**src/eio_regs.vh**
```
// Register map, field positions and timing codes of the external I/O banks.
// Included by the bank decoder and by the top level; holds definitions only.
`ifndef EIO_REGS_VH
`define EIO_REGS_VH

`define EIO_BANK0_ADDR 32'hFFF01018
`define EIO_BANK1_ADDR 32'hFFF0101C
`define EIO_BANK2_ADDR 32'hFFF01020
`define EIO_BANK3_ADDR 32'hFFF01024
`define EIO_BANK_CTRL_RESET 32'h00000000
`define EIO_NUM_BANKS 4

`define EIO_BASE_MSB 31
`define EIO_BASE_LSB 19
`define EIO_BASE_SHIFT 18
`define EIO_SIZE_MSB 18
`define EIO_SIZE_LSB 16
`define EIO_ALIGN_BIT 15
`define EIO_ACC_MSB 14
`define EIO_ACC_LSB 11
`define EIO_COH_MSB 10
`define EIO_COH_LSB 8
`define EIO_ACS_MSB 7
`define EIO_ACS_LSB 5
`define EIO_COS_MSB 4
`define EIO_COS_LSB 2
`define EIO_WD_MSB 1
`define EIO_WD_LSB 0

`define EIO_SIZE_256K 32'h00040000
`define EIO_SIZE_MAX_CODE 3'h5
`define EIO_WD_OFF 2'h0
`define EIO_WD_8 2'h1
`define EIO_WD_16 2'h2
`define EIO_ACC_LINEAR_MAX 4'h7
`define EIO_ACC_STEP_OFFSET 5'h07

`endif

```
**src/eio_bank_decode.v**
```verilog
// Window decoder for one external I/O bank.
// Assumes a control word as held by the top level; purely combinational.
`timescale 1ns/1ps
`include "eio_regs.vh"

module eio_bank_decode
(
    input wire [31:0] ctrl_i, // bank control word
    input wire [31:0] addr_i, // internal byte address
    output wire hit_o // address falls in an enabled bank
);
    wire [2:0] size_code;
    wire [31:0] start;
    wire [31:0] mask;
    wire size_ok;
    wire width_ok;

    assign size_code = ctrl_i[`EIO_SIZE_MSB:`EIO_SIZE_LSB];
    // Start address is the base pointer moved up by the fixed bank shift.
    assign start = {1'b0, ctrl_i[`EIO_BASE_MSB:`EIO_BASE_LSB],
                    18'h00000};
    assign mask = (`EIO_SIZE_256K << size_code) - 32'h00000001;
    // Reserved size codes never claim a window, so a slip cannot alias.
    assign size_ok = (size_code <= `EIO_SIZE_MAX_CODE);
    assign width_ok = (ctrl_i[`EIO_WD_MSB:`EIO_WD_LSB] != `EIO_WD_OFF) &&
                      (ctrl_i[`EIO_WD_MSB:`EIO_WD_LSB] != 2'h3);
    assign hit_o = size_ok && width_ok &&
                   ((addr_i & ~mask) == (start & ~mask));
endmodule

```
**src/eio_top.v**
```verilog
// External I/O bank controller: four control registers on APB, a simple
// internal access port, and the chip-select and strobe sequencer.
// Assumes one 50 MHz clock; the external device samples on these outputs.
//
// Contract
// - Block does its own chip-select decode and strobe timing, no glue.
// - Four banks, one control register each, all reset to zero.
// - Bank start address is the base pointer shifted left by 18.
// - Bank claims only addresses inside base plus size window; the code matches the size-aligned window that holds the start address.
// - Size codes 0..5 give 256K to 8M bytes; 6 and 7 reserved.
// - Byte-align bit puts internal byte address straight on A20..A0.
// - With byte-align set, the bus width field is ignored for address.
// - Width 00 disables bank, 01 is 8-bit, 10 is 16-bit, 11 reserved.
//
// Our own choice: the APB slave port.
`timescale 1ns/1ps
`include "eio_regs.vh"

module eio_top
(
    input wire clk_i, // 50 MHz clock
    input wire rst_n_i, // async reset, active low
    input wire psel_i, // APB select
    input wire penable_i, // APB enable
    input wire pwrite_i, // APB direction
    input wire [31:0] paddr_i, // APB byte address
    input wire [31:0] pwdata_i, // APB write data
    output reg [31:0] prdata_o, // APB read data
    output reg pready_o, // APB ready
    output reg pslverr_o, // APB unmapped address
    input wire req_valid_i, // internal access request
    input wire req_write_i, // 1 write, 0 read
    input wire [31:0] req_addr_i, // internal byte address
    input wire [1:0] req_be_i, // byte lanes of the access
    input wire [15:0] req_wdata_i, // write data
    output reg req_done_o, // access finished pulse
    output reg req_err_o, // no bank claimed the address
    output reg [15:0] req_rdata_o, // read data
    output reg busy_o, // sequencer busy, requests ignored
    output reg [20:0] ext_addr_o, // external address A20..A0
    output reg [3:0] external_chip_select_n_o, // bank selects
    output reg output_enable_n_o, // read strobe
    output reg [1:0] write_byte_enable_n_o, // write strobes
    output reg [15:0] ext_data_o, // external data out
    output reg ext_data_oe_n_o, // data drive enable, low drives
    input wire [15:0] ext_data_i // external data in
);
    localparam ST_IDLE = 3'h0;
    localparam ST_ADDR = 3'h1;
    localparam ST_CSSU = 3'h2;
    localparam ST_ACC = 3'h3;
    localparam ST_HOLD = 3'h4;

    reg [31:0] ctrl_q [0:3];
    reg [2:0] state_q;
    reg [4:0] cnt_q;
    reg [1:0] bank_q;
    reg write_q;
    reg [1:0] be_q;
    wire [3:0] hit;
    wire [31:0] sel_ctrl;
    wire [4:0] acc_cycles;
    wire [3:0] acc_code;
    wire apb_access;
    wire [2:0] reg_idx;
    reg [1:0] hit_idx;
    reg hit_any;
    integer i;

    genvar g;
    generate
        for (g = 0; g < `EIO_NUM_BANKS; g = g + 1)
        begin : g_bank
            eio_bank_decode u_dec
            (
                .ctrl_i(ctrl_q[g]),
                .addr_i(req_addr_i),
                .hit_o(hit[g])
            );
        end
    endgenerate

    // Lowest-numbered bank wins if windows were programmed to overlap.
    always @*
    begin
        hit_any = 1'b0;
        hit_idx = 2'h0;
        for (i = 3; i >= 0; i = i - 1)
        begin
            if (hit[i])
            begin
                hit_any = 1'b1;
                hit_idx = i[1:0];
            end
        end
    end

    assign apb_access = psel_i && penable_i && !pready_o;
    assign reg_idx = (paddr_i == `EIO_BANK0_ADDR) ? 3'h0 :
                     (paddr_i == `EIO_BANK1_ADDR) ? 3'h1 :
                     (paddr_i == `EIO_BANK2_ADDR) ? 3'h2 :
                     (paddr_i == `EIO_BANK3_ADDR) ? 3'h3 : 3'h4;

    // One wait state: ready rises in the second access cycle.
    always @(posedge clk_i or negedge rst_n_i)
    begin
        if (!rst_n_i)
        begin
            ctrl_q[0] <= `EIO_BANK_CTRL_RESET;
            ctrl_q[1] <= `EIO_BANK_CTRL_RESET;
            ctrl_q[2] <= `EIO_BANK_CTRL_RESET;
            ctrl_q[3] <= `EIO_BANK_CTRL_RESET;
            prdata_o <= 32'h00000000;
            pready_o <= 1'b0;
            pslverr_o <= 1'b0;
        end
        else
        begin
            pready_o <= apb_access;
            pslverr_o <= apb_access && reg_idx[2];
            prdata_o <= 32'h00000000;
            if (apb_access && !reg_idx[2])
            begin
                if (pwrite_i)
                    ctrl_q[reg_idx[1:0]] <= pwdata_i;
                else
                    prdata_o <= ctrl_q[reg_idx[1:0]];
            end
        end
    end

    assign sel_ctrl = ctrl_q[bank_q];
    // Codes 1..7 count directly; above that each step adds two cycles.
    // Reserved code zero is run as one cycle rather than a stuck strobe.
    assign acc_code = sel_ctrl[`EIO_ACC_MSB:`EIO_ACC_LSB];
    assign acc_cycles = (acc_code == 4'h0) ? 5'h01 :
                        (acc_code <= `EIO_ACC_LINEAR_MAX) ? {1'b0, acc_code} :
                        ({acc_code, 1'b0} - `EIO_ACC_STEP_OFFSET);

    // External address according to alignment and data width.
    function [20:0] ext_address;
        input [31:0] ctrl;
        input [31:0] addr;
        begin
            if (ctrl[`EIO_ALIGN_BIT])
                ext_address = addr[20:0];
            else if (ctrl[`EIO_WD_MSB:`EIO_WD_LSB] == `EIO_WD_16)
                ext_address = addr[21:1];
            else
                ext_address = addr[20:0];
        end
    endfunction

    always @(posedge clk_i or negedge rst_n_i)
    begin
        if (!rst_n_i)
        begin
            state_q <= ST_IDLE;
            cnt_q <= 5'h00;
            bank_q <= 2'h0;
            write_q <= 1'b0;
            be_q <= 2'h0;
            req_done_o <= 1'b0;
            req_err_o <= 1'b0;
            req_rdata_o <= 16'h0000;
            busy_o <= 1'b0;
            ext_addr_o <= 21'h000000;
            external_chip_select_n_o <= 4'hF;
            output_enable_n_o <= 1'b1;
            write_byte_enable_n_o <= 2'h3;
            ext_data_o <= 16'h0000;
            ext_data_oe_n_o <= 1'b1;
        end
        else
        begin
            req_done_o <= 1'b0;
            req_err_o <= 1'b0;
            case (state_q)
                ST_IDLE:
                begin
                    if (req_valid_i && !hit_any)
                    begin
                        req_done_o <= 1'b1;
                        req_err_o <= 1'b1;
                    end
                    else if (req_valid_i)
                    begin
                        bank_q <= hit_idx;
                        write_q <= req_write_i;
                        // An 8-bit bank only ever uses the low lane.
                        be_q <= (ctrl_q[hit_idx][`EIO_WD_MSB:`EIO_WD_LSB] ==
                                 `EIO_WD_8) ? 2'h1 : req_be_i;
                        ext_addr_o <= ext_address(ctrl_q[hit_idx],
                                                  req_addr_i);
                        ext_data_o <= req_wdata_i;
                        ext_data_oe_n_o <= !req_write_i;
                        cnt_q <= {2'h0, ctrl_q[hit_idx]
                                  [`EIO_ACS_MSB:`EIO_ACS_LSB]};
                        busy_o <= 1'b1;
                        state_q <= ST_ADDR;
                    end
                end
                ST_ADDR:
                begin
                    if (cnt_q == 5'h00)
                    begin
                        external_chip_select_n_o <= ~(4'h1 << bank_q);
                        cnt_q <= {2'h0, sel_ctrl[`EIO_COS_MSB:`EIO_COS_LSB]};
                        state_q <= ST_CSSU;
                    end
                    else
                        cnt_q <= cnt_q - 5'h01;
                end
                ST_CSSU:
                begin
                    if (cnt_q == 5'h00)
                    begin
                        output_enable_n_o <= write_q;
                        write_byte_enable_n_o <= write_q ? ~be_q : 2'h3;
                        cnt_q <= acc_cycles - 5'h01;
                        state_q <= ST_ACC;
                    end
                    else
                        cnt_q <= cnt_q - 5'h01;
                end
                ST_ACC:
                begin
                    if (cnt_q == 5'h00)
                    begin
                        output_enable_n_o <= 1'b1;
                        write_byte_enable_n_o <= 2'h3;
                        req_rdata_o <= ext_data_i;
                        cnt_q <= {2'h0, sel_ctrl[`EIO_COH_MSB:`EIO_COH_LSB]};
                        state_q <= ST_HOLD;
                    end
                    else
                        cnt_q <= cnt_q - 5'h01;
                end
                ST_HOLD:
                begin
                    if (cnt_q == 5'h00)
                    begin
                        external_chip_select_n_o <= 4'hF;
                        ext_data_oe_n_o <= 1'b1;
                        req_done_o <= 1'b1;
                        busy_o <= 1'b0;
                        state_q <= ST_IDLE;
                    end
                    else
                        cnt_q <= cnt_q - 5'h01;
                end
                default:
                    state_q <= ST_IDLE;
            endcase
        end
    end
endmodule

```
**config.mk**
```make
export PLATFORM = sky130hd
export DESIGN_NAME = eio_top
export DESIGN_NICKNAME = d
export VERILOG_FILES = /design/src/eio_bank_decode.v /design/src/eio_top.v
export VERILOG_INCLUDE_DIRS = /design/src /design/src/src
export SDC_FILE = /design/constraint.sdc
export NUM_CORES = 1
export LEC_CHECK = 0
export CAP_MARGIN = 20
export CORE_ASPECT_RATIO = 1.25
export CORE_MARGIN = 10
export CORE_UTILIZATION = 64
export CTS_BUF_LIST = sky130_fd_sc_hd__clkbuf_4 sky130_fd_sc_hd__clkbuf_8 sky130_fd_sc_hd__clkbuf_16
export DETAILED_ROUTE_END_ITERATION = 16
export DONT_BUFFER_PORTS = 1
export PLACE_DENSITY = 0.91
export REMOVE_ABC_BUFFERS = 1
export SLEW_MARGIN = 20
export SYNTH_ARGS = -nofsm -noshare
export SYNTH_HDL_FRONTEND = slang
export SYNTH_SLANG_ARGS = --single-unit
```
**constraint.sdc**
```tcl
create_clock -name clk_i -period 5 [get_ports clk_i]
set_clock_uncertainty 0.2 [all_clocks]
set_input_delay 0.75 -clock clk_i [delete_from_list [all_inputs] [get_ports clk_i]]
set_output_delay 0.75 -clock clk_i [all_outputs]
set_load 0.02 [all_outputs]
```
* After elaboration in Yosys (flattened, before gate mapping)
Cells that the tools add are included.
Widths: inputs -> output; s select.
** Storage, ports and cells
- Register bits after elaboration :: 239
- Latch bits :: 0
- RAM bits :: 0
- Memory bits (read-only) :: 0
- Input port bits :: 137
- Output and inout port bits :: 98
- Word-level logic and storage cells :: 193
- Memories kept :: 0
** Cells by class
- Add/sub/neg operators :: 7
- Multipliers :: 0
- Div/mod/pow operators :: 0
- $lt $le $gt $ge :: 9
- Eq/ne operators :: 25
- Shifts and indexed selects :: 5
- Mux-type cells :: 66
- Bitwise operators :: 18
- Reductions and logical operators :: 41
** Operators by type and width (count)
- $bmux 32 s2 :: 3
- $mux 32 :: 5
- $and 31x32->32 :: 4
- $and 32x32->32 :: 4
- $bwmux 128 :: 1
- $eq 32x32->1 :: 4
- $eq 32x32->1 const B :: 4
- $not 32->32 :: 4
- $shl 19x3->32 const A :: 4
- $sub 32x1->32 const B :: 4
- $demux 32 s2 :: 1
- $mux 21 :: 2
- $mux 5 :: 8
- $mux 16 :: 2
- $mux 15 :: 2
- $mux 3 :: 10
- $pmux 5 s5 :: 1
- $ne 2x2->1 const B :: 11
- $logic_and 1x1->1 :: 18
- $mux 2 :: 8
- $pmux 3 s5 :: 1
- $mux 1 :: 14
- $reduce_bool 2->1 :: 7
- $le 3x3->1 const B :: 4
- 28 further kinds :: 45

* Longest topological paths before layout
Gate-level depths: netlist of the first run.
- Word-level depth :: 17
- Mapped depth :: 14
- Mapped depth without buffers :: 11

* Modules after synthesis
A second synthesis of the first run with hierarchy kept.
** Second synthesis, totals
- Cells, all modules :: 1092
- Area total of the unflattened synthesis :: 12401.9 um^2
** Modules (own cells, without submodules)
- eio_top :: instances 1, cells an instance 924, area an instance 11120.7 um^2, sequential area each 5990.7 um^2
- eio_bank_decode :: instances 4, cells an instance 42, area an instance 320.3 um^2, sequential area each 0.0 um^2

* Worst setup path after synthesis of the first run
Ideal clock, no wire load.
- Path type :: register to register
- Start point :: register ctrl_q[17] (netlist name)
- End point :: register cnt_q[0]
- Setup time :: 0.135 ns
- Arrival :: 3.155 ns
- Data required time :: 4.665 ns
- Path slack :: 1.510 ns
- Cell stages (with the launch flop) :: 12
- Path buffers :: 1
- Clock period less this slack :: 3.490 ns
- Cells stage by stage :: dfrtp_1 > clkbuf_1 > or3_1 > ha_1 > nor3_1 > o21ai_0 > a32o_1 > or3_4 > a211oi_4 > mux2_2 > o31ai_1 > o22ai_1
** Between the ends
- Word-level cells in the longest chain between the ends :: 17
- Elaborated cells on any way between the ends :: 28
- Classes of those cells :: 1 x add/sub; 1 x order compare; 2 x eq/ne; 1 x shift; 14 x mux; 4 x bitwise; 5 x reduce/logical
** RTL lines
- start: declaration :: RTL line eio_top.v:54 : reg [31:0] ctrl_q [0:3];
- start signal: indexed assignment :: RTL line eio_top.v:125 : ctrl_q[reg_idx[1:0]] <= pwdata_i;
- $shl 19x3->32 (no source line)
- $sub 32x1->32 :: RTL line eio_bank_decode.v:22 : assign mask = (`EIO_SIZE_256K << size_code) - 32'h00000001;
- $not 32->32 :: RTL line eio_bank_decode.v:28 : ((addr_i & ~mask) == (start & ~mask));
- $and 32x32->32 or $and 31x32->32 (tied branches) :: RTL line eio_bank_decode.v:28
- $eq 32x32->1 :: RTL line eio_bank_decode.v:28
- $logic_and 1x1->1 * :: RTL line eio_bank_decode.v:27 : assign hit_o = size_ok && width_ok &&
- $mux 2 (4 in series) :: RTL line eio_top.v:90 : if (hit[i])
- $not 2->3 (not written as such) :: RTL line eio_top.v:197 : cnt_q <= {2'h0, ctrl_q[hit_idx]
- $bmux 32 s2 :: RTL line eio_top.v:197
- $mux 16 (not written as such) (2 in series) :: RTL line eio_top.v:197
- $mux 5 :: RTL line eio_top.v:186 : else if (req_valid_i)
- $mux 5 :: RTL line eio_top.v:181 : if (req_valid_i && !hit_any)
- $pmux 5 s5 :: RTL line eio_top.v:178 : case (state_q)
- end signal: assignment :: RTL line eio_top.v:197
- end signal: assignment :: RTL line eio_top.v:208 : cnt_q <= {2'h0, sel_ctrl[`EIO_COS_MSB:`EIO_COS_LSB]};
- end signal: assignment :: RTL line eio_top.v:212 : cnt_q <= cnt_q - 5'h01;
- end: declaration :: RTL line eio_top.v:56 : reg [4:0] cnt_q;
Every way passes the cells marked *; elsewhere a longest branch is shown, timed or not. The select of a mux whose other input is x is not followed.
A chain may end at the register's enable or synchronous reset.

* Final worst setup path of the first run
- Start point :: register ctrl_q[17] (netlist name)
- End point :: register ext_addr_o[6]
** Between the ends
- Word-level cells in the longest chain between the ends :: 17
- Elaborated cells on any way between the ends :: 28
- Classes of those cells :: 1 x add/sub; 1 x order compare; 2 x eq/ne; 1 x shift; 13 x mux; 5 x bitwise; 5 x reduce/logical
** RTL lines
- $shl 19x3->32 (no source line)
- $sub 32x1->32 :: RTL line eio_bank_decode.v:22
- $not 32->32 :: RTL line eio_bank_decode.v:28
- $and 32x32->32 or $and 31x32->32 (tied branches) :: RTL line eio_bank_decode.v:28
- $eq 32x32->1 :: RTL line eio_bank_decode.v:28
- $logic_and 1x1->1 * :: RTL line eio_bank_decode.v:27
- $mux 2 (4 in series) :: RTL line eio_top.v:90
- $not 2->3 (not written as such) :: RTL line eio_top.v:193 : ext_addr_o <= ext_address(ctrl_q[hit_idx],
- $bmux 32 s2 :: RTL line eio_top.v:193
- $mux 16 (2 in series)
- $eq 2x2->1 (no source line)
- $mux 21 :: RTL line eio_top.v:147 : else if (ctrl[`EIO_WD_MSB:`EIO_WD_LSB] == `EIO_WD_16)
- $mux 21 :: RTL line eio_top.v:145 : if (ctrl[`EIO_ALIGN_BIT])
- end signal: assignment :: RTL line eio_top.v:193
- end: declaration :: RTL line eio_top.v:40 : output reg [20:0] ext_addr_o,
Marked as above.

==> summary.txt, run 1 <==
Setup path
  – Data required time at the worst endpoint: 5.24 ns
  – CP Class: reg2reg
  – Arrival time at the worst endpoint: 4.43 ns
  – Worst setup EP type: register
  – Crit path launch: ctrl_q[17]
  – CP startpoint kind: register
  – CP max stage cell: a2bb2oi_2
  – CP most frequent cell: a31oi_1
  – Worst-path maximum fanout: 21
  – Critical-path cell list: or3_1 -> ha_1 -> nor3_1 -> o21ai_0 -> a32o_1 -> or3_4 -> a31oi_1 -> a2bb2oi_2 -> o31ai_1 -> a31oi_1
  – Largest stage delay on the critical path: 0.81 ns
  – Worst R2R Start: ctrl_q[17]

Final layout
  – Commonest non-fill, non-tap cell in the layout: dfrtp_1
  – Finished Layout Cells: 1236
  – Fin area: 12800 um2
  – Area delta synth->final: 7.59%
  – # fillers: 1228
  – Antenna cells: 0
  – NumNets Final: 1136
  – Layout cells sized above 1: 24.8%
  – Commonest cells after routing, fill and taps aside: dfrtp_1 (231), mux2_2 (167), nor2_1 (106)

STA
  – Unrepaired setup endpoints after global routing: no
  – Final Hold Viols: 235
  – Worst path setup slack after routing: 0.814 ns
  – Crit path time final: 4.19 ns
  – Max_slew headroom: 30.7%
  – FMAX: 239 MHz
  – Final Cycle Share: 83.7%
  – Setup tns final: 0 ns
  – Final Slew Violations: 0
  – # setup viols final: 0
  – Slew @ Worst Pin: 1.04 ns
  – Worst hold slack: -0.262 ns

Global routing
  – Largest net degree at the start of global routing: 240
  – Congestion Overflow GR: 0
  – GR Util All Layers: 24.8%
  – Number of global-route vias before repair: 9002
  – Global-route wire length before repair: 49.0 mm
  – Initial antenna violation count: 0

Power
  – Sw Pwr: 771 uW
  – Static Leak: 5.79 nW
  – Pwr dens: 292 nW/um2
  – Logic pwr share: 1.6%
  – Clock share of power: 46.0%
  – Sequential power share: 52.4%
  – Int Power: 2.96 mW
  – Peak supply drop: 251 uV
  – Net Sw Frac: 20.6%

CTS
  – Post-CTS setup buffers: 0
  – CTS sink count: 239
  – Post-CTS sizing: 0
  – Root Buffer: clkbuf_16
  – Reg clk slew, reported paths: 0.06 ns
  – H-tree levels: 1
  – CTS tree: built
  – CTS Buffer Depth: 3
  – Total CTS buffers: 24
  – Worst-Skew Late Latency: 0.53 ns

Routing
  – Iteration-0 DRC Markers: 687
  – Final wirelength: 31.4 mm
  – Routed Antenna Nets: 0
  – Vias/cell: 7.01
  – Wirelength per Cell: 25.4 um
  – Residual DRC: 0
  – Drt first pass iters: 5
  – Via count: 8663

Synth
  – Ys Warns: 0
  – Mapped Cells: 1022
  – Register area share after synthesis: 50.4%
  – Post-synth EDFFs: 0
  – Async SR Flop Fraction: 100%
  – Cell area after synthesis: 11900 um2
  – Synth Area per Inst: 11.6 um2
  – Netlist cell types: 66
  – Main synth FF type: dfrtp_1
  – Seq cells post-synth: 239

Flow run
  – Maxcap violations: 0

Floorplanning
  – Die area: 24500 um2
  – Row count: 55
  – Die width: 142 um
  – Starting Density: 65.5%
  – Core Area: 18200 um2
  – # IOs: 235
  – Chip height: 172 um

Placed design
  – IO buf count: 0
  – Routability congestion estimate: 0.949
  – Area after DPL: 12100 um2
  – Placed cell count: 1196
  – Pre-CTS setup slack: 0.940 ns
  – Final HPWL DP: 21.1 mm

Outcome
  – Status: finished, violations left
  – Failing checks: negative hold slack

Hold path
  – Worst hold path class: in2async
[cell type report]
type	instances	area, um2	share of cell area [%]
Clock inverter	5	33.8	0.264
Timing Repair Buffer	14	118	0.919
Inverter	13	48.8	0.381
Tap cell	228	285	2.23
Clock buffer	35	713	5.57
Sequential cell	239	5990	46.8
Multi-Input combinational cell	702	5610	43.8
[final timing paths]
check	end	slack [ns]	cells after the start
hold reg to reg	write_byte_enable_n_o[1]	0.21	1
hold / removal	ctrl_q[73]	-0.26	0
setup reg to reg	ext_addr_o[6]	0.81	10
setup / recovery	ext_addr_o[6]	0.81	10
min in group clk_i	ctrl_q[19]	0.14	1
max in group asynchronous	write_byte_enable_n_o[0]	4.55	0
[power groups by stage]
stage               clock [mW]  combinational, mW  sequential (mW)
global route              1.82             0.0648             1.96
CTS                       1.74             0.0598             1.96
floorplan                    0             0.0484             1.99
finish                    1.72             0.0601             1.96
detailed placement           0             0.0592             1.99
global placement             0             0.0580             1.99
[state kept, by name (all words and copies together) (netlist names), 3 cells and up]
register                  cells
req_rdata_o                  16
ext_data_o                   16
prdata_o                     32
state_q                       3
ext_addr_o                   21
cnt_q                         5
external_chip_select_n_o      4
ctrl_q                      128
[through the flow]
stage          util [%]  total power [mW]  hold slack (ns)
6_report           70.4              3.74           -0.262
5_1_grt            70.4              3.84           -0.279
4_1_cts            70.4              3.76           -0.287
3_5_place_dp       66.3              2.05            0.215
3_3_place_gp       66.3              2.05            0.210
2_1_floorplan         -              2.04            0.193
[layer usage]
metal  vias up  wire (um)  track usage (%)
li1       3725          -                -
met1      4354      11300             28.5
met2       482      15800             42.9
met3       102       3170             6.83
met4         0       1180             10.0
met5         -          0                0
[critical path: cells and delay by family (launching register included)]
family / cells / cell delay, ns
flip-flops: 1 / 0.49
AO/OA/AOI/OAI: 6 / 2.05
adder cells (fa/ha/maj): 1 / 0.28
AND/OR/NAND/NOR: 3 / 1.06
[cell families (layout without fill, tap and decap cells)]
logic type	count (synthesis)	count (layout)	synth area share, %
simple gates	241	241	9.70
flops	239	239	50.4
mux	216	216	21.1
compound gates	177	177	11.0
buf+inv	81	67	2.70
xor+xnor	63	63	4.64
fa+ha+maj	5	5	0.526
[synthesized netlist by cell type (all sizes together), types with 5 or more instances]
master	n	share of area [%]
a211oi	6	0.48
a21oi	18	0.79
a221oi	21	1.5
a31oi	31	1.6
buf	21	0.81
clkbuf	47	1.5
dfrtp	231	49
dfstp	8	1.8
ha	5	0.53
inv	13	0.41
mux2	178	17
mux2i	28	2.4
mux4	10	1.9
nand2	31	0.98
nand3	7	0.29
nand4	34	1.8
nor2	106	3.3
nor3	26	1.1
nor4	5	0.26
nor4b	5	0.37
o21ai	15	0.63
o22a	7	0.52
o22ai	19	1.0
o31ai	23	1.5
or3	8	0.46
xnor2	41	3.0
xor2	22	1.6
No activity file was read; power rests on OpenSTA's default activity.
==> run 2: changes to the inputs <==
clock period = 3.9 ns   (was 5 ns; I/O delays follow)
==> run 2 against run 1 <==
Against the previous run: the run still ends with negative hold slack left; count of clock-buffer cells in the layout down 3; largest power group is now the clock network; highest routed layer unchanged; largest cell class unchanged; first-iteration DRC count up 9.6%; non-clock buffer count rose by 21; setup slack lost 0.64 ns; critical endpoint is now cnt_q[1]; cell area grew 3.1%; clock power grew 47%.
==> summary.txt, run 2 (synthesis gave the netlist of run 1 again) <==
Outcome
  – Status: finished, violations left (unchanged)
  – Failing checks: negative hold slack (unchanged)

Floorplanning
  – Die area: 24500 um2 (unchanged)
  – Starting Density: 65.5% (unchanged)
  – Row count: 55 (unchanged)
  – # IOs: 235 (unchanged)
  – Die width: 142 um (unchanged)
  – Chip height: 172 um (unchanged)
  – Core Area: 18200 um2 (unchanged)

Setup path
  – CP Class: reg2reg (unchanged)
  – Critical-path cell list: or3_1 -> ha_1 -> a211oi_1 -> o2111ai_2 -> or3_4 -> a211oi_4 -> mux2_2 -> a31oi_1 -> a31oi_1 (was or3_1 -> ha_1 -> nor3_1 -> o21ai_0 -> a32o_1 -> or3_4 -> a31oi_1 -> a2bb2oi_2 -> o31ai_1 -> a31oi_1)
  – Worst-path maximum fanout: 12 (was 21)
  – CP startpoint kind: register (unchanged)
  – Arrival time at the worst endpoint: 3.89 ns (was 4.43 ns)
  – CP max stage cell: dfrtp_1 (was a2bb2oi_2)
  – CP most frequent cell: a31oi_1 (unchanged)
  – Worst setup EP type: register (unchanged)
  – Data required time at the worst endpoint: 4.06 ns (was 5.24 ns)
  – Largest stage delay on the critical path: 0.48 ns (was 0.81 ns)

Power
  – Pwr dens: 389 nW/um2 (was 292 nW/um2)
  – Static Leak: 5.98 nW (was 5.79 nW)
  – Peak supply drop: 368 uV (was 251 uV)

CTS
  – Worst-Skew Late Latency: 0.52 ns (was 0.53 ns)
  – Post-CTS setup buffers: 0 (unchanged)
  – Total CTS buffers: 24 (unchanged)
  – CTS tree: built (unchanged)
  – CTS Buffer Depth: 3 (unchanged)
  – H-tree levels: 1 (unchanged)
  – Root Buffer: clkbuf_16 (unchanged)
  – CTS sink count: 239 (unchanged)
  – Reg clk slew, reported paths: 0.07 ns (was 0.06 ns)
  – CTS Hold Bufs: 8

Final layout
  – Biggest regs: ctrl_q (128), prdata_o (32), ext_addr_o (21) (unchanged)
  – Area delta synth->final: 10.9% (was 7.59%)
  – Finished Layout Cells: 1262 (was 1236)
  – Layout cells sized above 1: 26.4% (was 24.8%)
  – Largest register FFs: 128 (unchanged)
  – Antenna cells: 0 (unchanged)
  – Top reg by flops: ctrl_q (unchanged)
  – Commonest cells after routing, fill and taps aside: dfrtp_1 (231), mux2_2 (167), nor2_1 (106) (unchanged)
  – NumNets Final: 1158 (was 1136)
  – Commonest non-fill, non-tap cell in the layout: dfrtp_1 (unchanged)

STA
  – Worst hold slack: -0.425 ns (was -0.262 ns)
  – FMAX: 268 MHz (was 239 MHz)
  – Final Hold Viols: 239 (was 235)
  – Final Cycle Share: 95.6% (was 83.7%)
  – Unrepaired setup endpoints after global routing: no (unchanged)
  – Slew @ Worst Pin: 0.726 ns (was 1.04 ns)
  – Max_slew headroom: 51.0% (was 30.7%)
  – # setup viols final: 0 (unchanged)
  – Setup tns final: 0 ns (unchanged)
  – Final Slew Violations: 0 (unchanged)
  – Crit path time final: 3.73 ns (was 4.19 ns)

Placed design
  – IO buf count: 0 (unchanged)
  – Placed cell count: 1209 (was 1196)
  – Final HPWL DP: 21.7 mm (was 21.1 mm)
  – Routability congestion estimate: 0.944 (was 0.949)

Routing
  – Iteration-0 DRC Markers: 753 (was 687)
  – Drt first pass iters: 5 (unchanged)
  – Routed Antenna Nets: 0 (unchanged)
  – Vias/cell: 6.96 (was 7.01)
  – Via count: 8778 (was 8663)
  – Wirelength per Cell: 26.0 um (was 25.4 um)
  – Residual DRC: 0 (unchanged)
  – Final wirelength: 32.8 mm (was 31.4 mm)

Global routing
  – Initial antenna violation count: 0 (unchanged)
  – Global-route wire length before repair: 51.2 mm (was 49.0 mm)
  – Congestion Overflow GR: 0 (unchanged)
  – GR Util All Layers: 26.0% (was 24.8%)
  – Largest net degree at the start of global routing: 240 (unchanged)
  – Number of global-route vias before repair: 9244 (was 9002)

Flow run
  – Maxcap violations: 0 (unchanged)

Hold path
  – Worst hold path class: in2async (unchanged)
==> run 2: final timing paths <==
path,from,to,slack [ns],cells past startpoint
worst min-delay path,rst_n_i,prdata_o[3],-0.43,0
max in group asynchronous,rst_n_i,output_enable_n_o,3.56,0
min in group clk_i,pwdata_i[30],ctrl_q[30],0.01,1
worst max-delay path,ctrl_q[18],cnt_q[1],0.17,9
worst max register to register,ctrl_q[18],cnt_q[1],0.17,9
worst min register to register,be_q[1],write_byte_enable_n_o[1],0.23,1
==> run 2: power by group <==
part / total (mW) / internal (mW) / switching (mW)
clock: 2.53 / 1.56 / 0.973
combinational: 0.0876 / 0.0487 / 0.0389
sequential: 2.51 / 2.49 / 0.0211
==> run 2: critical path: cells and delay by family, from the launching register on <==
family | cells | cell delay (ns)
and+or+nand+nor | 2 | 0.84
DFF | 1 | 0.48
AOI/OAI and AO/OA | 5 | 1.33
adders and majority gates | 1 | 0.33
muxes | 1 | 0.39
==> run 2: cell type report <==
| type | instances | area (um2) |
|---|---|---|
| clock buffer | 32 | 716 |
| clock inverter | 12 | 175 |
| fill | 1189 | 4970 |
| inverter | 13 | 48.8 |
| multi-input combinational | 703 | 5660 |
| sequential | 239 | 5990 |
| tap | 228 | 285 |
| timing repair buffer | 35 | 320 |
==> run 2: timing repair <==
| item | CTS | global route |
|---|---|---|
| hold endpoints to repair | 248 | 239 |
| setup endpoints to repair | 6 | 22 |
| resized for setup | 1 | 6 |
| gates cloned | 0 | 1 |
| pin swaps | 0 | 1 |
==> run 2: layer usage <==
metal | vias up | track usage (%) | wire length [um]
met5 | - | 0 | 0
met4 | 0 | 12.6 | 1490
met3 | 129 | 7.71 | 3530
met2 | 531 | 43.4 | 16000
met1 | 4338 | 29.9 | 11700
li1 | 3780 | - | -
==> run 2: per-stage QoR <==
stage | utilization (%) | setup slack (ns) | cell area [um2] | hold WS (ns) | total power, mW
6_report | 72.6 | 0.171 | 13200 | -0.425 | 5.13
5_1_grt | 72.6 | 0.00315 | 13200 | -0.449 | 5.28
4_1_cts | 72.4 | 0.117 | 13200 | -0.442 | 5.17
3_5_place_dp | 67.0 | 0.0311 | 12200 | 0.0991 | 2.64
3_3_place_gp | 67.0 | 0.279 | 12200 | 0.102 | 2.63
2_1_floorplan | - | -0.485 | 11600 | 0.0894 | 2.62
==> run 3: changes to the inputs <==
==> constraint.sdc (replaced) <==
create_clock -name clk_i -period 3.9 [get_ports clk_i]
set_clock_uncertainty 0.2 [all_clocks]
set_input_delay 0.78 -clock clk_i [delete_from_list [all_inputs] [get_ports clk_i]]
set_output_delay 0.78 -clock clk_i [all_outputs]
set_load 0.02 [all_outputs]
==> run 3 against run 2 <==
Against the previous run: the run still ends with negative hold slack left; setup slack improved by 0.039 ns; count of clock-buffer cells in the layout rose by 5; largest cell class unchanged; non-clock buffer count fell by 2; maximum frequency rose by 1.1%; via count rose by 0.58%; cell count fell by 0.16%; global-route usage fell by 0.46 points; first-iteration DRC count rose by 1.7%; sequential share of layout area rose by 0.10 points; clock power barely moved.
==> summary.txt, run 3 (synthesis gave the netlist of run 1 again) <==
Outcome
  – Status: finished, violations left (unchanged)
  – Failing checks: negative hold slack (unchanged)

Routing
  – Vias/cell: 7.01 (was 6.96)
  – Final wirelength: 32.6 mm (was 32.8 mm)
  – Wirelength per Cell: 25.9 um (was 26.0 um)
  – Routed Antenna Nets: 0 (unchanged)
  – Via count: 8829 (was 8778)
  – Drt first pass iters: 5 (unchanged)
  – Iteration-0 DRC Markers: 766 (was 753)
  – Residual DRC: 0 (unchanged)

STA
  – Final Cycle Share: 94.6% (was 95.6%)
  – Unrepaired setup endpoints after global routing: no (unchanged)
  – Max_slew headroom: 40.0% (was 51.0%)
  – Slew @ Worst Pin: 0.888 ns (was 0.726 ns)
  – FMAX: 271 MHz (was 268 MHz)
  – Crit path time final: 3.69 ns (was 3.73 ns)
  – # setup viols final: 0 (unchanged)
  – Final Hold Viols: 231 (was 239)
  – Final Slew Violations: 0 (unchanged)
  – Worst hold slack: -0.236 ns (was -0.425 ns)

CTS
  – Worst-Skew Late Latency: 0.53 ns (was 0.52 ns)
  – CTS Buffer Depth: 3 (unchanged)
  – Total CTS buffers: 24 (unchanged)
  – Reg clk slew, reported paths: 0.07 ns (about the same)
  – H-tree levels: 1 (unchanged)
  – CTS sink count: 239 (unchanged)
  – Root Buffer: clkbuf_16 (unchanged)
  – CTS tree: built (unchanged)

Setup path
  – Worst-path maximum fanout: 21 (was 12)
  – Critical-path cell list: or3_1 -> ha_1 -> nor3_1 -> o21ai_0 -> a32o_1 -> a2111o_1 -> o221a_1 -> o22a_2 -> o31ai_1 -> a31oi_1 (was or3_1 -> ha_1 -> a211oi_1 -> o2111ai_2 -> or3_4 -> a211oi_4 -> mux2_2 -> a31oi_1 -> a31oi_1)
  – Data required time at the worst endpoint: 4.08 ns (was 4.06 ns)
  – Largest stage delay on the critical path: 0.50 ns (was 0.48 ns)
  – Worst setup EP type: register (unchanged)
  – Arrival time at the worst endpoint: 3.87 ns (was 3.89 ns)
  – CP max stage cell: dfrtp_1 (unchanged)
  – Worst R2R Start: ctrl_q[18] (unchanged)
  – CP Class: reg2reg (unchanged)
  – CP startpoint kind: register (unchanged)
  – R2r endpoint: ext_addr_o[17] (was cnt_q[1])
  – Worst R2R Setup Slack: 0.21 ns (was 0.17 ns)
  – Depth of the worst register-to-register path: 10 (was 9)

Final layout
  – Finished Core Util: 72.5% (was 72.6%)
  – Top reg by flops: ctrl_q (unchanged)
  – Area delta synth->final: 10.7% (was 10.9%)
  – Biggest regs: ctrl_q (128), prdata_o (32), ext_addr_o (21) (unchanged)
  – Commonest non-fill, non-tap cell in the layout: dfrtp_1 (unchanged)
  – Commonest cells after routing, fill and taps aside: dfrtp_1 (231), mux2_2 (167), nor2_1 (106) (unchanged)
  – Antenna cells: 0 (unchanged)
  – Largest register FFs: 128 (unchanged)
  – Finished Layout Cells: 1260 (was 1262)
  – Layout cells sized above 1: 27.0% (was 26.4%)
  – NumNets Final: 1156 (was 1158)

Flow run
  – Maxcap violations: 0 (unchanged)

Floorplanning
  – Die area: 24500 um2 (unchanged)
  – Row count: 55 (unchanged)
  – Chip height: 172 um (unchanged)
  – Die width: 142 um (unchanged)
  – # IOs: 235 (unchanged)
  – Starting Density: 65.5% (unchanged)
  – Core Area: 18200 um2 (unchanged)

Placed design
  – IO buf count: 0 (unchanged)
  – Routability congestion estimate: 0.957 (was 0.944)
  – Final HPWL DP: 21.7 mm (about the same)
  – Placed cell count: 1212 (was 1209)

Power
  – Clock share of power: 49.5% (was 49.4%)
  – Pwr dens: 390 nW/um2 (was 389 nW/um2)
  – Logic pwr share: 1.5% (was 1.7%)
  – Int Power: 4.14 mW (was 4.10 mW)
  – Total power: 5.13 mW (about the same)
  – Net Sw Frac: 19.4% (was 20.1%)
  – Sw Pwr: 995 uW (was 1.03 mW)
  – Peak supply drop: 372 uV (was 368 uV)
  – Sequential power share: 48.9% (about the same)
  – Static Leak: 5.99 nW (was 5.98 nW)

Global routing
  – Initial antenna violation count: 0 (unchanged)
  – Largest net degree at the start of global routing: 240 (unchanged)
  – Number of global-route vias before repair: 9126 (was 9244)
  – GR Util All Layers: 25.5% (was 26.0%)
  – Congestion Overflow GR: 0 (unchanged)
  – Global-route wire length before repair: 50.1 mm (was 51.2 mm)

Hold path
  – Worst hold path class: in2async (unchanged)
## run 3: stage by stage
step           cell area [um2]  setup slack [ns]  setup TNS, ns
3_5_place_dp             12200            0.0797              0
2_1_floorplan            11600            -0.485         -26.16
3_3_place_gp             12200             0.206              0
4_1_cts                  13100            0.0624              0
5_1_grt                  13200            0.0407              0
6_report                 13200             0.210              0
## run 3: worst max-delay path by stage
stage / cells after the start / end / slack (ns) / startpoint
2_1_floorplan: 10 / be_q[0] / -0.49 / ctrl_q[113]
3_3_place_gp: 9 / ext_addr_o[20] / 0.21 / req_addr_i[22]
3_5_place_dp: 10 / ext_addr_o[1] / 0.08 / ctrl_q[112]
4_1_cts: 10 / ext_addr_o[17] / 0.06 / ctrl_q[80]
5_1_grt: 11 / cnt_q[0] / 0.04 / ctrl_q[18]
6_report: 10 / ext_addr_o[17] / 0.21 / ctrl_q[18]
## run 3: layout make-up
cell class	count	area (um2)
Sequential cell	239	5990
Multi-Input combinational cell	703	5660
Fill cell	1183	5000
Clock buffer	37	759
Timing Repair Buffer	33	285
Tap cell	228	285
Clock inverter	7	135
Inverter	13	48.8
## run 3: timing repair
action,in CTS,in global routing
buffers inserted,0,3
endpoints found under the hold margin,239,233
resized for setup,1,7
cloned,0,1
endpoints found under the setup margin,5,24
pin swaps,0,2
## run 3: per-layer routing
metal  wire length (um)  up-vias  GRT usage, %  share of wire (%)
li1                   -     3783             -                  -
met1              11700     4415          29.6                 36
met2              16500      527          43.5                 51
met3               3300      104          6.83                 10
met4               1120        0          11.0                3.4
met5                  0        -             0                  0
## run 3: critical path, delay by kind of cell (launching register included)
family / cells / cell delay [ns]
AO/OA/AOI/OAI: 7 / 1.96
adder cells (fa/ha/maj): 1 / 0.29
flip-flops: 1 / 0.50
AND/OR/NAND/NOR: 2 / 0.58
## run 3: power groups by stage
stage | Combinational (mW) | Sequential (mW) | Clock [mW]
3_5_place_dp | 0.0766 | 2.56 | 0
5_1_grt | 0.0847 | 2.51 | 2.68
2_1_floorplan | 0.0620 | 2.55 | 0
3_3_place_gp | 0.0750 | 2.56 | 0
4_1_cts | 0.0778 | 2.51 | 2.58
6_report | 0.0781 | 2.51 | 2.54
